$ cat src/tpc_pkg.sv
// constants, types and field layout of the transmit-path control bank
// What this block does
// - tx_equalizer_off, bit 1 of tx_path_control, bypasses the equalizer; on after reset.
// - tx_equalizer_strength, four bits of tx_equalizer_setting, sets equalization amount.
// - tx_recovery_off, bit 4 of tx_path_control, powers down and bypasses recovery.
// - tx_recovery_bypass, bit 3, bypasses recovery only if rx_recovery_bypass is set.
// - loop_bandwidth_select, bits 5-7 of recovery_loop_bandwidth, sets both loop bandwidths.
// - after reset the detector is automatic, searching once a transmit signal appears.
// - fast lock within 2 ms by default; tx_fast_lock_off, bit 3, disables it.
// - automatic mode switches the detector off once the rate is found.
// - tx_detector_force_on, bit 5 of tx_recovery_detector_setting, keeps detector running unless bit 4 is set.
// - tx_detector_force_off, bit 4 of tx_recovery_detector_setting, holds detector off.
// - tx_detector_rate_preset, bits 6-7, presets one of two fixed rates.
// - tx_retimer_divider, bits 0-2; host uses divide-by-4 at 2.5 Gbps.
// - tx_output_invert, bit 5 of tx_path_control, inverts the output pair.
// - tx_driver_off, bit 6 of tx_path_control, disables the output driver.
// - differential after reset; tx_single_ended_select, bit 6 of tx_output_driver_setting.
// - single-ended uses positive output; tx_negative_output_select, bit 7, swaps.
// - tx_deemphasis_strength, bits 0-3, sets de-emphasis amount.
// - tx_peaking_wide, bit 6 of tx_equalizer_setting, widens the de-emphasis pulse.
// - tx_deemphasis_delayed, bit 5, delays de-emphasis.
// - tx_slow_edges, bit 4 of tx_output_driver_setting; set below modulation 0xC0.
// - all control registers are written and read over the 2-wire interface.
package tpc_pkg;

    // ----------------------------------------
    // register offsets and reset values
    // ----------------------------------------
    localparam logic [7:0] OFS_TX_PATH_CONTROL   = 8'h0a;
    localparam logic [7:0] OFS_TX_EQUALIZER      = 8'h0b;
    localparam logic [7:0] OFS_TX_OUTPUT_DRIVER  = 8'h0d;
    localparam logic [7:0] OFS_TX_RECOVERY_DET   = 8'h13;
    localparam logic [7:0] OFS_RECOVERY_LOOP_BW  = 8'h33;
    localparam int         NUM_REGS              = 5;
    localparam logic [7:0] REG_RESET             = 8'h00;
    localparam logic [7:0] READ_UNMAPPED         = 8'h00;

    // ----------------------------------------
    // field positions
    // ----------------------------------------
    localparam int BIT_EQ_OFF      = 1;
    localparam int BIT_REC_BYPASS  = 3;
    localparam int BIT_REC_OFF     = 4;
    localparam int BIT_OUT_INVERT  = 5;
    localparam int BIT_DRIVER_OFF  = 6;
    localparam int LSB_EQ_STRENGTH = 0;
    localparam int BIT_PEAK_WIDE   = 6;
    localparam int LSB_DEEMPH      = 0;
    localparam int BIT_SLOW_EDGES  = 4;
    localparam int BIT_DEEMPH_DLY  = 5;
    localparam int BIT_SINGLE_END  = 6;
    localparam int BIT_NEG_SELECT  = 7;
    localparam int LSB_DIVIDER     = 0;
    localparam int BIT_FAST_OFF    = 3;
    localparam int BIT_DET_OFF     = 4;
    localparam int BIT_DET_ON      = 5;
    localparam int LSB_RATE_PRESET = 6;
    localparam int LSB_LOOP_BW     = 5;

    // ----------------------------------------
    // timing and 2-wire framing
    // ----------------------------------------
    localparam int         CLK_KHZ        = 20000;
    localparam int         LOCK_TIME_US   = 2000;
    localparam int         LOCK_CYCLES    = LOCK_TIME_US * CLK_KHZ / 1000;
    localparam int         LOCK_CNT_W     = 20;
    localparam logic [3:0] BITS_PER_BYTE  = 4'h8;
    localparam logic [6:0] DEV_ADDR_DFLT  = 7'h50; // bus address, value arbitrary

    typedef enum logic [8:0] {
        TW_IDLE   = 9'b0_0000_0001,
        TW_DEVADR = 9'b0_0000_0010,
        TW_ACKADR = 9'b0_0000_0100,
        TW_REGPTR = 9'b0_0000_1000,
        TW_ACKPTR = 9'b0_0001_0000,
        TW_WRDATA = 9'b0_0010_0000,
        TW_ACKWR  = 9'b0_0100_0000,
        TW_RDDATA = 9'b0_1000_0000,
        TW_RDACK  = 9'b1_0000_0000
    } tpc_tw_e;

    typedef enum logic [2:0] {
        FD_IDLE   = 3'b001,
        FD_SEARCH = 3'b010,
        FD_FOUND  = 3'b100
    } tpc_fd_e;

    // settings handed to the analog transmit path
    typedef struct packed {
        logic       tx_equalizer_off;
        logic [3:0] tx_equalizer_strength;
        logic       tx_recovery_off;
        logic       tx_recovery_bypassed;
        logic [2:0] loop_bandwidth_select;
        logic [2:0] tx_retimer_divider;
        logic       tx_fast_lock_on;
        logic [1:0] tx_detector_rate_preset;
        logic       tx_detector_on;
        logic       tx_output_invert;
        logic       tx_driver_off;
        logic       tx_single_ended_select;
        logic       tx_pos_output_on;
        logic       tx_neg_output_on;
        logic [3:0] tx_deemphasis_strength;
        logic       tx_peaking_wide;
        logic       tx_deemphasis_delayed;
        logic       tx_slow_edges;
    } tpc_tx_ctl_s;

endpackage

$ cat src/tpc_bank.sv
// transmit-path control bank behind a 2-wire serial slave
`timescale 1ns/100ps
module tpc_bank #(
    parameter logic [6:0] DEV_ADDR    = tpc_pkg::DEV_ADDR_DFLT,
    parameter int         LOCK_CYCLES = tpc_pkg::LOCK_CYCLES
) (
    // clock and reset
    input  wire logic           ref_clk_i,
    input  wire logic           reset_i,
    // 2-wire serial interface
    input  wire logic           scl_i,
    input  wire logic           sda_i,
    output logic                sda_o,
    output logic                sda_oe_o,
    // receive-path bank and analog status
    input  wire logic           rx_recovery_bypass_i,
    input  wire logic           tx_signal_present_i,
    input  wire logic           tx_rate_found_i,
    // transmit-path settings
    output tpc_pkg::tpc_tx_ctl_s tx_ctl_o,
    output logic                tx_lock_late_o
);
    import tpc_pkg::*;

    // ----------------------------------------
    // input synchronisation
    // ----------------------------------------
    logic [3:0] sync_w;
    logic       scl_s;
    logic       sda_s;
    logic       sig_s;
    logic       found_s;

    tpc_sync #(
        .WIDTH (4)
    ) u_sync (
        .ref_clk_i (ref_clk_i),
        .reset_i   (reset_i),
        .async_i   ({scl_i, sda_i, tx_signal_present_i, tx_rate_found_i}),
        .sync_o    (sync_w)
    );

    assign {scl_s, sda_s, sig_s, found_s} = sync_w;
    logic scl_q_ff;
    logic sda_q_ff;
    always_ff @(posedge ref_clk_i or posedge reset_i)
    begin
        if (reset_i)
        begin
            scl_q_ff <= 1'b1;
            sda_q_ff <= 1'b1;
        end
        else
        begin
            scl_q_ff <= scl_s;
            sda_q_ff <= sda_s;
        end
    end

    logic scl_rise;
    logic scl_fall;
    logic start_seen;
    logic stop_seen;

    assign scl_rise   = scl_s & ~scl_q_ff;
    assign scl_fall   = ~scl_s & scl_q_ff;
    assign start_seen = scl_s & scl_q_ff & sda_q_ff & ~sda_s;
    assign stop_seen  = scl_s & scl_q_ff & ~sda_q_ff & sda_s;

    // ----------------------------------------
    // register decode
    // ----------------------------------------
    // returns {hit, index}; shared by write and read paths
    function automatic logic [3:0] reg_index(input logic [7:0] ofs);
        logic [3:0] r;
        r = 4'h0;
        case (ofs)
            OFS_TX_PATH_CONTROL:  r = 4'h8;
            OFS_TX_EQUALIZER:     r = 4'h9;
            OFS_TX_OUTPUT_DRIVER: r = 4'ha;
            OFS_TX_RECOVERY_DET:  r = 4'hb;
            OFS_RECOVERY_LOOP_BW: r = 4'hc;
            default:              r = 4'h0;
        endcase
        return r;
    endfunction

    logic [7:0] regs_ff [NUM_REGS];
    logic [7:0] ptr_ff;
    logic [3:0] ptr_dec;
    assign ptr_dec = reg_index(ptr_ff);

    // ----------------------------------------
    // 2-wire slave
    // ----------------------------------------
    tpc_tw_e    tw_ff;
    logic [7:0] shift_ff;
    logic [3:0] bits_ff;
    logic       rd_ff;
    logic       nack_ff;
    logic       drive_ff;
    logic       wr_stb;

    assign wr_stb = scl_fall && (tw_ff == TW_WRDATA) && (bits_ff == BITS_PER_BYTE);

    // open drain: only ever pulls low
    always_ff @(posedge ref_clk_i or posedge reset_i)
    begin
        if (reset_i)
        begin
            tw_ff    <= TW_IDLE;
            shift_ff <= 8'h00;
            bits_ff  <= 4'h0;
            rd_ff    <= 1'b0;
            nack_ff  <= 1'b0;
            drive_ff <= 1'b0;
            ptr_ff   <= 8'h00;
        end
        else if (start_seen)
        begin
            tw_ff    <= TW_DEVADR;
            bits_ff  <= 4'h0;
            drive_ff <= 1'b0;
        end
        else if (stop_seen)
        begin
            tw_ff    <= TW_IDLE;
            drive_ff <= 1'b0;
        end
        else if (scl_rise)
        begin
            case (tw_ff)
                TW_DEVADR, TW_REGPTR, TW_WRDATA:
                begin
                    shift_ff <= {shift_ff[6:0], sda_s};
                    bits_ff  <= bits_ff + 4'h1;
                end
                TW_RDDATA: bits_ff <= bits_ff + 4'h1;
                TW_RDACK:  nack_ff <= sda_s;
                default:   bits_ff <= bits_ff;
            endcase
        end
        else if (scl_fall)
        begin
            case (tw_ff)
                TW_DEVADR:
                begin
                    if (bits_ff == BITS_PER_BYTE)
                    begin
                        if (shift_ff[7:1] == DEV_ADDR)
                        begin
                            tw_ff    <= TW_ACKADR;
                            rd_ff    <= shift_ff[0];
                            drive_ff <= 1'b1;
                        end
                        else
                        begin
                            tw_ff <= TW_IDLE;
                        end
                    end
                end
                TW_REGPTR:
                begin
                    if (bits_ff == BITS_PER_BYTE)
                    begin
                        ptr_ff   <= shift_ff;
                        tw_ff    <= TW_ACKPTR;
                        drive_ff <= 1'b1;
                    end
                end
                TW_WRDATA:
                begin
                    if (bits_ff == BITS_PER_BYTE)
                    begin
                        ptr_ff   <= ptr_ff + 8'h01;
                        tw_ff    <= TW_ACKWR;
                        drive_ff <= 1'b1;
                    end
                end
                TW_ACKADR, TW_ACKPTR, TW_ACKWR, TW_RDACK:
                begin
                    bits_ff <= 4'h0;
                    if ((tw_ff == TW_ACKADR && rd_ff) || (tw_ff == TW_RDACK && !nack_ff))
                    begin
                        // read data, pointer steps per byte
                        shift_ff <= ptr_dec[3] ? regs_ff[ptr_dec[2:0]] : READ_UNMAPPED;
                        drive_ff <= ptr_dec[3] ? ~regs_ff[ptr_dec[2:0]][7] : ~READ_UNMAPPED[7];
                        ptr_ff   <= ptr_ff + 8'h01;
                        tw_ff    <= TW_RDDATA;
                    end
                    else if (tw_ff == TW_RDACK)
                    begin
                        drive_ff <= 1'b0;
                        tw_ff    <= TW_IDLE;
                    end
                    else
                    begin
                        drive_ff <= 1'b0;
                        tw_ff    <= (tw_ff == TW_ACKADR) ? TW_REGPTR : TW_WRDATA;
                    end
                end
                TW_RDDATA:
                begin
                    if (bits_ff == BITS_PER_BYTE)
                    begin
                        drive_ff <= 1'b0;
                        tw_ff    <= TW_RDACK;
                    end
                    else
                    begin
                        shift_ff <= {shift_ff[6:0], 1'b0};
                        drive_ff <= ~shift_ff[6];
                    end
                end
                default: tw_ff <= TW_IDLE;
            endcase
        end
    end

    assign sda_o    = 1'b0;
    assign sda_oe_o = drive_ff;

    // ----------------------------------------
    // control registers
    // ----------------------------------------
    // unmapped offsets are acknowledged but not stored
    always_ff @(posedge ref_clk_i or posedge reset_i)
    begin
        if (reset_i)
        begin
            for (int i = 0; i < NUM_REGS; i++)
            begin
                regs_ff[i] <= REG_RESET;
            end
        end
        else if (wr_stb && ptr_dec[3])
        begin
            regs_ff[ptr_dec[2:0]] <= shift_ff;
        end
    end

    logic [7:0] r_path;
    logic [7:0] r_eq;
    logic [7:0] r_drv;
    logic [7:0] r_det;
    logic [7:0] r_bw;

    assign r_path = regs_ff[0];
    assign r_eq   = regs_ff[1];
    assign r_drv  = regs_ff[2];
    assign r_det  = regs_ff[3];
    assign r_bw   = regs_ff[4];

    // ----------------------------------------
    // frequency detector sequencing
    // ----------------------------------------
    tpc_fd_e               fd_ff;
    logic [LOCK_CNT_W-1:0] lock_cnt_ff;

    // runs in every mode; forcing bits override tx_detector_on below, but not the late-lock flag
    always_ff @(posedge ref_clk_i or posedge reset_i)
    begin
        if (reset_i)
        begin
            fd_ff <= FD_IDLE;
        end
        else
        begin
            case (fd_ff)
                FD_IDLE:   fd_ff <= sig_s ? FD_SEARCH : FD_IDLE;
                FD_SEARCH:
                begin
                    if (!sig_s)
                    begin
                        fd_ff <= FD_IDLE;
                    end
                    else if (found_s)
                    begin
                        fd_ff <= FD_FOUND;
                    end
                end
                FD_FOUND:  fd_ff <= sig_s ? FD_FOUND : FD_IDLE;
                default:   fd_ff <= FD_IDLE;
            endcase
        end
    end

    // flags a fast-lock search that overruns its lock time
    always_ff @(posedge ref_clk_i or posedge reset_i)
    begin
        if (reset_i)
        begin
            lock_cnt_ff    <= '0;
            tx_lock_late_o <= 1'b0;
        end
        else if (fd_ff != FD_SEARCH || r_det[BIT_FAST_OFF])
        begin
            lock_cnt_ff    <= '0;
            tx_lock_late_o <= 1'b0;
        end
        else if (lock_cnt_ff == LOCK_CNT_W'(LOCK_CYCLES))
        begin
            tx_lock_late_o <= 1'b1;
        end
        else
        begin
            lock_cnt_ff <= lock_cnt_ff + 1'b1;
        end
    end

    // ----------------------------------------
    // settings to the analog path
    // ----------------------------------------
    tpc_tx_ctl_s nxt_ctl;
    tpc_tx_ctl_s ctl_ff;
    logic        se;
    logic        neg;

    always_comb
    begin
        se  = r_drv[BIT_SINGLE_END];
        neg = r_drv[BIT_NEG_SELECT];
        nxt_ctl = '0;
        nxt_ctl.tx_equalizer_off      = r_path[BIT_EQ_OFF];
        nxt_ctl.tx_equalizer_strength = r_eq[LSB_EQ_STRENGTH +: 4];
        nxt_ctl.tx_recovery_off       = r_path[BIT_REC_OFF];
        nxt_ctl.tx_recovery_bypassed  = r_path[BIT_REC_OFF]
            | (r_path[BIT_REC_BYPASS] & rx_recovery_bypass_i);
        nxt_ctl.loop_bandwidth_select = r_bw[LSB_LOOP_BW +: 3];
        nxt_ctl.tx_retimer_divider    = r_det[LSB_DIVIDER +: 3];
        nxt_ctl.tx_fast_lock_on       = ~r_det[BIT_FAST_OFF];
        nxt_ctl.tx_detector_rate_preset = r_det[LSB_RATE_PRESET +: 2];
        if (r_det[BIT_DET_OFF])
        begin
            nxt_ctl.tx_detector_on = 1'b0;
        end
        else if (r_det[BIT_DET_ON])
        begin
            nxt_ctl.tx_detector_on = 1'b1;
        end
        else
        begin
            nxt_ctl.tx_detector_on = (fd_ff == FD_SEARCH);
        end
        nxt_ctl.tx_output_invert       = r_path[BIT_OUT_INVERT];
        nxt_ctl.tx_driver_off          = r_path[BIT_DRIVER_OFF];
        nxt_ctl.tx_single_ended_select = se;
        nxt_ctl.tx_pos_output_on = ~r_path[BIT_DRIVER_OFF] & (~se | ~neg);
        nxt_ctl.tx_neg_output_on = ~r_path[BIT_DRIVER_OFF] & (~se | neg);
        nxt_ctl.tx_deemphasis_strength = r_drv[LSB_DEEMPH +: 4];
        nxt_ctl.tx_peaking_wide        = r_eq[BIT_PEAK_WIDE];
        nxt_ctl.tx_deemphasis_delayed  = r_drv[BIT_DEEMPH_DLY];
        nxt_ctl.tx_slow_edges          = r_drv[BIT_SLOW_EDGES];
    end

    always_ff @(posedge ref_clk_i or posedge reset_i)
    begin
        if (reset_i)
        begin
            ctl_ff <= '0;
        end
        else
        begin
            ctl_ff <= nxt_ctl;
        end
    end
    assign tx_ctl_o = ctl_ff;

endmodule

$ cat src/tpc_sync.sv
// two-flip-flop synchroniser for inputs from outside the clock domain
`timescale 1ns/100ps
module tpc_sync #(
    parameter int WIDTH = 1
) (
    // clock and reset
    input  wire logic             ref_clk_i,
    input  wire logic             reset_i,
    // levels
    input  wire logic [WIDTH-1:0] async_i,
    output logic      [WIDTH-1:0] sync_o
);

    logic [WIDTH-1:0] meta_ff;
    logic [WIDTH-1:0] sync_ff;

    always_ff @(posedge ref_clk_i or posedge reset_i)
    begin
        if (reset_i)
        begin
            meta_ff <= '0;
            sync_ff <= '0;
        end
        else
        begin
            meta_ff <= async_i;
            sync_ff <= meta_ff;
        end
    end

    assign sync_o = sync_ff;

endmodule

$ cat config.mk
export PLATFORM = sky130hd
export DESIGN_NAME = tpc_bank
export DESIGN_NICKNAME = d
export VERILOG_FILES = /design/src/tpc_pkg.sv /design/src/tpc_bank.sv /design/src/tpc_sync.sv
export SDC_FILE = /design/constraint.sdc
export NUM_CORES = 1
export LEC_CHECK = 0
export BUFFER_PORTS_ARGS = -buffer_cell sky130_fd_sc_hd__buf_2
export CAP_MARGIN = 10
export CORE_UTILIZATION = 61
export CTS_CLUSTER_SIZE = 14
export DETAILED_ROUTE_END_ITERATION = 8
export HOLD_SLACK_MARGIN = 0.03
export PLACE_DENSITY_LB_ADDON = 0.2
export SYNTH_ARGS = -nofsm -noshare
export SYNTH_HDL_FRONTEND = slang
export SYNTH_SLANG_ARGS = --single-unit
$ cat constraint.sdc
create_clock -name ref_clk_i -period 5 [get_ports ref_clk_i]
set_input_delay 1 -clock ref_clk_i [delete_from_list [all_inputs] [get_ports ref_clk_i]]
set_output_delay 1 -clock ref_clk_i [all_outputs]
set_load 0.005 [all_outputs]
# After elaboration in Yosys (flattened, before gate mapping)
# Index checks and enable logic that the tools add are counted.
# word_totals
output_inout_bits,32
word_cells,193
in_bits,7
register_bits,135
# classes
n_eq_ne,37
reduce_logical,28
add_sub_neg,3
n_lt_le_gt_ge,2
muxes,59
bitwise,27
# ops
op,n
8-bit two-way mux,13
9-bit two-way mux,8
9-bit one-hot mux with 5 select lines,1
40-bit bitwise mux,1
20-bit two-way mux,2
8-bit binary-select mux with 3-bit select,1
8-bit demux with 3-bit select,1
8-bit by 4-bit equality test with 1-bit output (second input constant),3
4-bit two-way mux,6
8-bit one-hot mux with 3 select lines,1
20-bit by 1-bit adder with 20-bit output (second input constant),1
20-bit by 16-bit equality test with 1-bit output (second input constant),1
4-bit one-hot mux with 5 select lines,1
4-bit inequality test (second input constant),4
8-bit one-hot mux with 2 select lines,1
3-bit nonzero test,5
1-bit two-way mux,14
7-bit AND reduction,2
1-bit NOT,13
3-bit two-way mux,4
6-bit two-way mux,2
6-bit AND reduction,2
1-bit bitwise AND,10
9-bit by 2-bit equality test with 1-bit output (second input constant),1
40 further kinds,58

# Depth between registers and ports, before layout
# depth
word_depth,14
mapped_depth,9
mapped_depth_nobuf,7

# Cells and area by module
# From an unflattened synthesis, not the netlist that was laid out.
# hier_totals
cells_unflattened,604
hier_area_um2,6640.1
# modules_own_cells
mod,n_inst,seq_area_each_um2,area_per_inst_um2,cells_per_inst
tpc_bank,1,3183.1,6436.2,595
tpc_sync,1,200.2,203.9,9

# Worst setup path before layout
# OpenSTA, ideal clock, no wires.
# synth_timing
path_type,register to register
startpoint,register tw_ff[1]
endpoint,"register regs_ff, in the netlist r_bw[0]"
arrival_ps,2076
setup_slack_ps,2799
path_stages_with_launch,9
setup_ps,125
path_buffers,3
period_less_slack_ps,2201
t_required_ps,4875
path_cell_list,dfrtp_1 > buf_6 > or4_1 > nor2_1 > and4_1 > buf_2 > and2_1 > buf_2 > mux2_2
# synth_via
elab_chain_cells,4
# synth_lines
item,line,text
start: declaration,tpc_bank.sv:96,tpc_tw_e tw_ff;
start signal: assignment,tpc_bank.sv:199,tw_ff <= (tw_ff == TW_ACKADR) ? TW_REGPTR : TW_WRDATA;
9-bit by 6-bit equality test with 1-bit output,tpc_bank.sv:104,assign wr_stb = scl_fall && (tw_ff == TW_WRDATA) && (bits_ff == BITS_PER_BYTE);
1-bit logical AND (2 in series),tpc_bank.sv:104,
1-bit logical AND,tpc_bank.sv:236,else if (wr_stb && ptr_dec[3])
end signal: indexed assignment,tpc_bank.sv:238,regs_ff[ptr_dec[2:0]] <= shift_ff;
end: declaration,tpc_bank.sv:88,logic [7:0] regs_ff [NUM_REGS];
# No other way between the ends.
# A chain may end at the register's enable or synchronous reset.

# Worst setup path in the final report
# layout_timing
startpoint,register ptr_ff[0]
endpoint,register shift_ff[7]
# layout_via
elab_chain_cells,11
elab_cells_between_ends,15
# layout_lines
item,line,text
start: declaration,tpc_bank.sv:89,logic [7:0] ptr_ff;
start signal: assignment,tpc_bank.sv:166,ptr_ff <= shift_ff;
start signal: assignment,tpc_bank.sv:175,ptr_ff <= ptr_ff + 8'h01;
start signal: assignment,tpc_bank.sv:188,ptr_ff <= ptr_ff + 8'h01;
"8-bit by 6-bit equality test with 1-bit output, or another cell as far along",tpc_bank.sv:77,case (ofs)
4-bit one-hot mux with 5 select lines *,tpc_bank.sv:77,
3-bit NOT with 4-bit output (implied by the code),tpc_bank.sv:186,shift_ff <= ptr_dec[3] ? regs_ff[ptr_dec[2:0]] : READ_UNMAPPED;
8-bit binary-select mux with 3-bit select,tpc_bank.sv:186,
8-bit two-way mux (implied by the code) (2 in series),tpc_bank.sv:186,
8-bit two-way mux *,tpc_bank.sv:186,
8-bit two-way mux *,tpc_bank.sv:183,if ((tw_ff == TW_ACKADR && rd_ff) || (tw_ff == TW_RDACK && !nack_ff))
8-bit one-hot mux with 2 select lines *,tpc_bank.sv:145,case (tw_ff)
8-bit two-way mux *,tpc_bank.sv:143,else if (scl_fall)
8-bit two-way mux *,tpc_bank.sv:130,else if (scl_rise)
end signal: assignment,tpc_bank.sv:135,"shift_ff <= {shift_ff[6:0], sda_s};"
end signal: assignment,tpc_bank.sv:186,
end signal: assignment,tpc_bank.sv:211,"shift_ff <= {shift_ff[6:0], 1'b0};"
end: declaration,tpc_bank.sv:97,logic [7:0] shift_ff;
# Mark *: on every way between the ends. The rest lies on a longest branch, timed or not. The select of a mux whose other input is x is not followed.

==> results.yml <==
run_status:
  outcome: "complete, no violations"
setup_path:
  cp.arrival_ps: 3080
  cp.buffers_inverters: 0
  worstSetupPathType: "register to register"
  endpoint_kind: "register"
  cp_slowest_cell: "a222oi_1"
  crit_path_start_kind: "register"
  cp_slowest_stage_delay_ps: 520
  crit_family: "simple AND/OR/NAND/NOR gates"
  required_ps: 5390
  crit_fanout: 9
  crit_chain: "ha_1 -> nor2b_1 -> nand3_2 -> mux2_2 -> a222oi_1 -> o211ai_1"
sta:
  fmax_mhz: 371
  fin_crit_ps: 2700
  finalSetupTns_ps: 0
  worst_pin_slew_ps: 941
  finClkSkew_ps: 11.3
  rsz0062_at_grt: "no"
  hold_viol_final: 0
  setup_violations: 0
  setup_ws_ps: 2300
  relSlewSlack_pct: 37.0
  slew_violations: 0
  fin_crit_sh_pct: 54.0
worst_hold_path:
  min_path_type: "register to register"
floorplanning:
  core-area_um2: 10400
  die_y_um: 106
  num_io_pins: 39
  die_w_um: 106
  initial_core_util_pct: 63.5
  rows: 37
  fp.dieArea_um2: 11300
route:
  wirelength_um: 15500
  vias: 4901
  firstDrtPassIters: 5
  route.detailed.drc: 0
  vias_per_cell: 6.23
  routedWlPerCell_um: 19.7
  ant_nets: 0
  drtIter0Drc: 378
place:
  dp_hpwl_um: 10700
  post-place-ws_ps: 2400
  dpl.cell_count: 755
  gp_congestion: 0.902
  numPortBuffers: 37
cts:
  cts.sinks: 135
  clock_path_buffers: 2
  post-cts-setup-buffers: 0
  hold_buffers: 0
  cts_buffers: 17
  root_buffer: "clkbuf_8"
  cts_tree: "yes"
  cts_resized: 0
  clock_latency_ps: 540
  clkTransAtPathRegs_ps: 60
  htreeDepth: 4
global_route:
  antenna_found_initial: 0
  grt_max_degree: 97
  grt_overflow: 0
  grt_pass1_vias: 5041
  grtUsageTotal_pct: 30.2
  grt_first_pass_wirelength_um: 25800
layout:
  final_nets: 656
  drive_gt1_share_pct: 20.1
  synthToLayoutAreaGrowth_pct: 12.4
  finish.cell_count_without_fillers: 787
  diodes: 0
  finish.utilization_pct: 71.4
yosys:
  yosysWarnings: 0
  synth_top_area_share_pct: 49.6
  ys.flop_type: "dfrtp_1"
  synth_edf_count: 0
  syn_area_um2: 6620
  avgSynthCellArea_um2: 10.9
  synth.yosys.seq_area_share_pct: 51.1
  yosys.area.top_type: "dfrtp_1"
  synthCells: 606
  synth_nets: 624
  synth_seq_cells: 135
  async_reset_ff_share_pct: 100
  ys_top_cells_by_area: "dfrtp_1, mux2_2, mux2i_1, nor2_1, nand3_1"
  synth_cell_types: 73
  post-synth-top-count-cell: "dfrtp_1"
  synth_common_cells: "dfrtp_1, nor2_1, mux2_2"
power:
  power.density_nw_per_um2: 339
  total_power_mw: 2.52
  p_leak_nw: 3.40
  ir_drop_mv: 0.280
job:
  drv_cap: 0
==> cells by family (layout without fill, tap and decap cells) <==
| group | Yosys count | after routing | synth area share [%] |
|---|---|---|---|
| muxes | 62 | 62 | 10.2 |
| other | 1 | 1 | 0.0567 |
| DFF | 135 | 135 | 51.1 |
| buffers and inverters | 54 | 99 | 3.63 |
| AOI/OAI and AO/OA | 107 | 107 | 11.6 |
| adders and majority gates | 11 | 11 | 2.08 |
| xor gates and xnor gates | 21 | 21 | 2.78 |
| and+or+nand+nor | 215 | 215 | 18.5 |
==> worst paths after layout <==
path / endpoint / from / depth (start not counted) / slack [ps]
setup / recovery: shift_ff[7] / ptr_ff[0] / 6 / 2300
hold / removal: u_sync.sync_o[2] / u_sync.meta_ff[2] / 0 / 350
setup reg to reg: shift_ff[7] / ptr_ff[0] / 6 / 2300
hold reg to reg: u_sync.sync_o[2] / u_sync.meta_ff[2] / 0 / 350
max in group asynchronous: tw_ff[0] / reset_i / 3 / 3320
min in group asynchronous: r_bw[3] / reset_i / 2 / 640
==> through the flow <==
| stage | hold WS (ps) | instance area, um2 |
|---|---|---|
| final | 346 | 7440 |
| after global routing | 353 | 7440 |
| after CTS | 349 | 7440 |
| after detailed placement | 336 | 6850 |
| after global placement | 334 | 6850 |
| after floorplan | 331 | 6620 |
==> layout by cell type (no fill, tap or decap), types with 4 or more instances in the layout <==
cell	n
dfrtp_1	131
nor2_1	47
mux2_2	38
buf_2	37
nand2_1	32
nand3_1	30
inv_1	28
a21oi_1	27
mux2i_1	19
nor3_1	18
o21ai_0	17
and3_1	16
clkbuf_16	16
xnor2_1	13
ha_1	11
or3_1	9
xor2_1	8
nor2b_1	7
o22ai_1	7
o211ai_1	6
o21a_1	6
o32a_1	6
nand4_1	5
nor3b_1	5
mux2_1	5
nor4_1	5
o221ai_1	5
clkbuf_1	5
clkinv_2	5
nor4b_1	4
and2_1	4
nand4b_1	4
a31oi_1	4
o211a_1	4
bufinv_16	4
dfstp_2	4
==> sequential cells by signal, summed over array words and instances, names as in the netlist, 3 cells and up <==
signal	count
bits_ff	4
fd_ff	3
lock_cnt_ff	20
ptr_ff	8
r_bw	8
r_det	8
r_drv	8
r_eq	8
r_path	8
shift_ff	8
tw_ff	9
tx_ctl_o	29
u_sync.meta_ff	4
u_sync.sync_o	4
==> cell type report <==
cell class                 instances  area (um2)
sequential                       135        3380
multi-input combinational        417        2990
fill                             743        2980
clock buffer                      22         433
timing repair buffer              38         193
tap                              136         170
clock inverter                    10         154
inverter                          29         114
==> per-layer routing <==
metal	GRT usage, %	routed length (um)	up-vias	share of wire, %
met5	0	0	-	0
met4	10.3	283	0	1.8
met3	7.42	799	31	5.1
met2	48.1	7610	154	49
met1	40.5	6850	2452	44
li1	-	-	2264	-
==> report_power, final <==
| group | internal [mW] | leakage [nW] | switching (mW) | total (mW) |
|---|---|---|---|---|
| combinational | 0.0424 | 1.28 | 0.0827 | 0.125 |
| sequential | 1.11 | 1.83 | 0.0308 | 1.14 |
| clock | 0.806 | 0.290 | 0.448 | 1.25 |
Note: power is estimated with default switching activity, not from simulation.
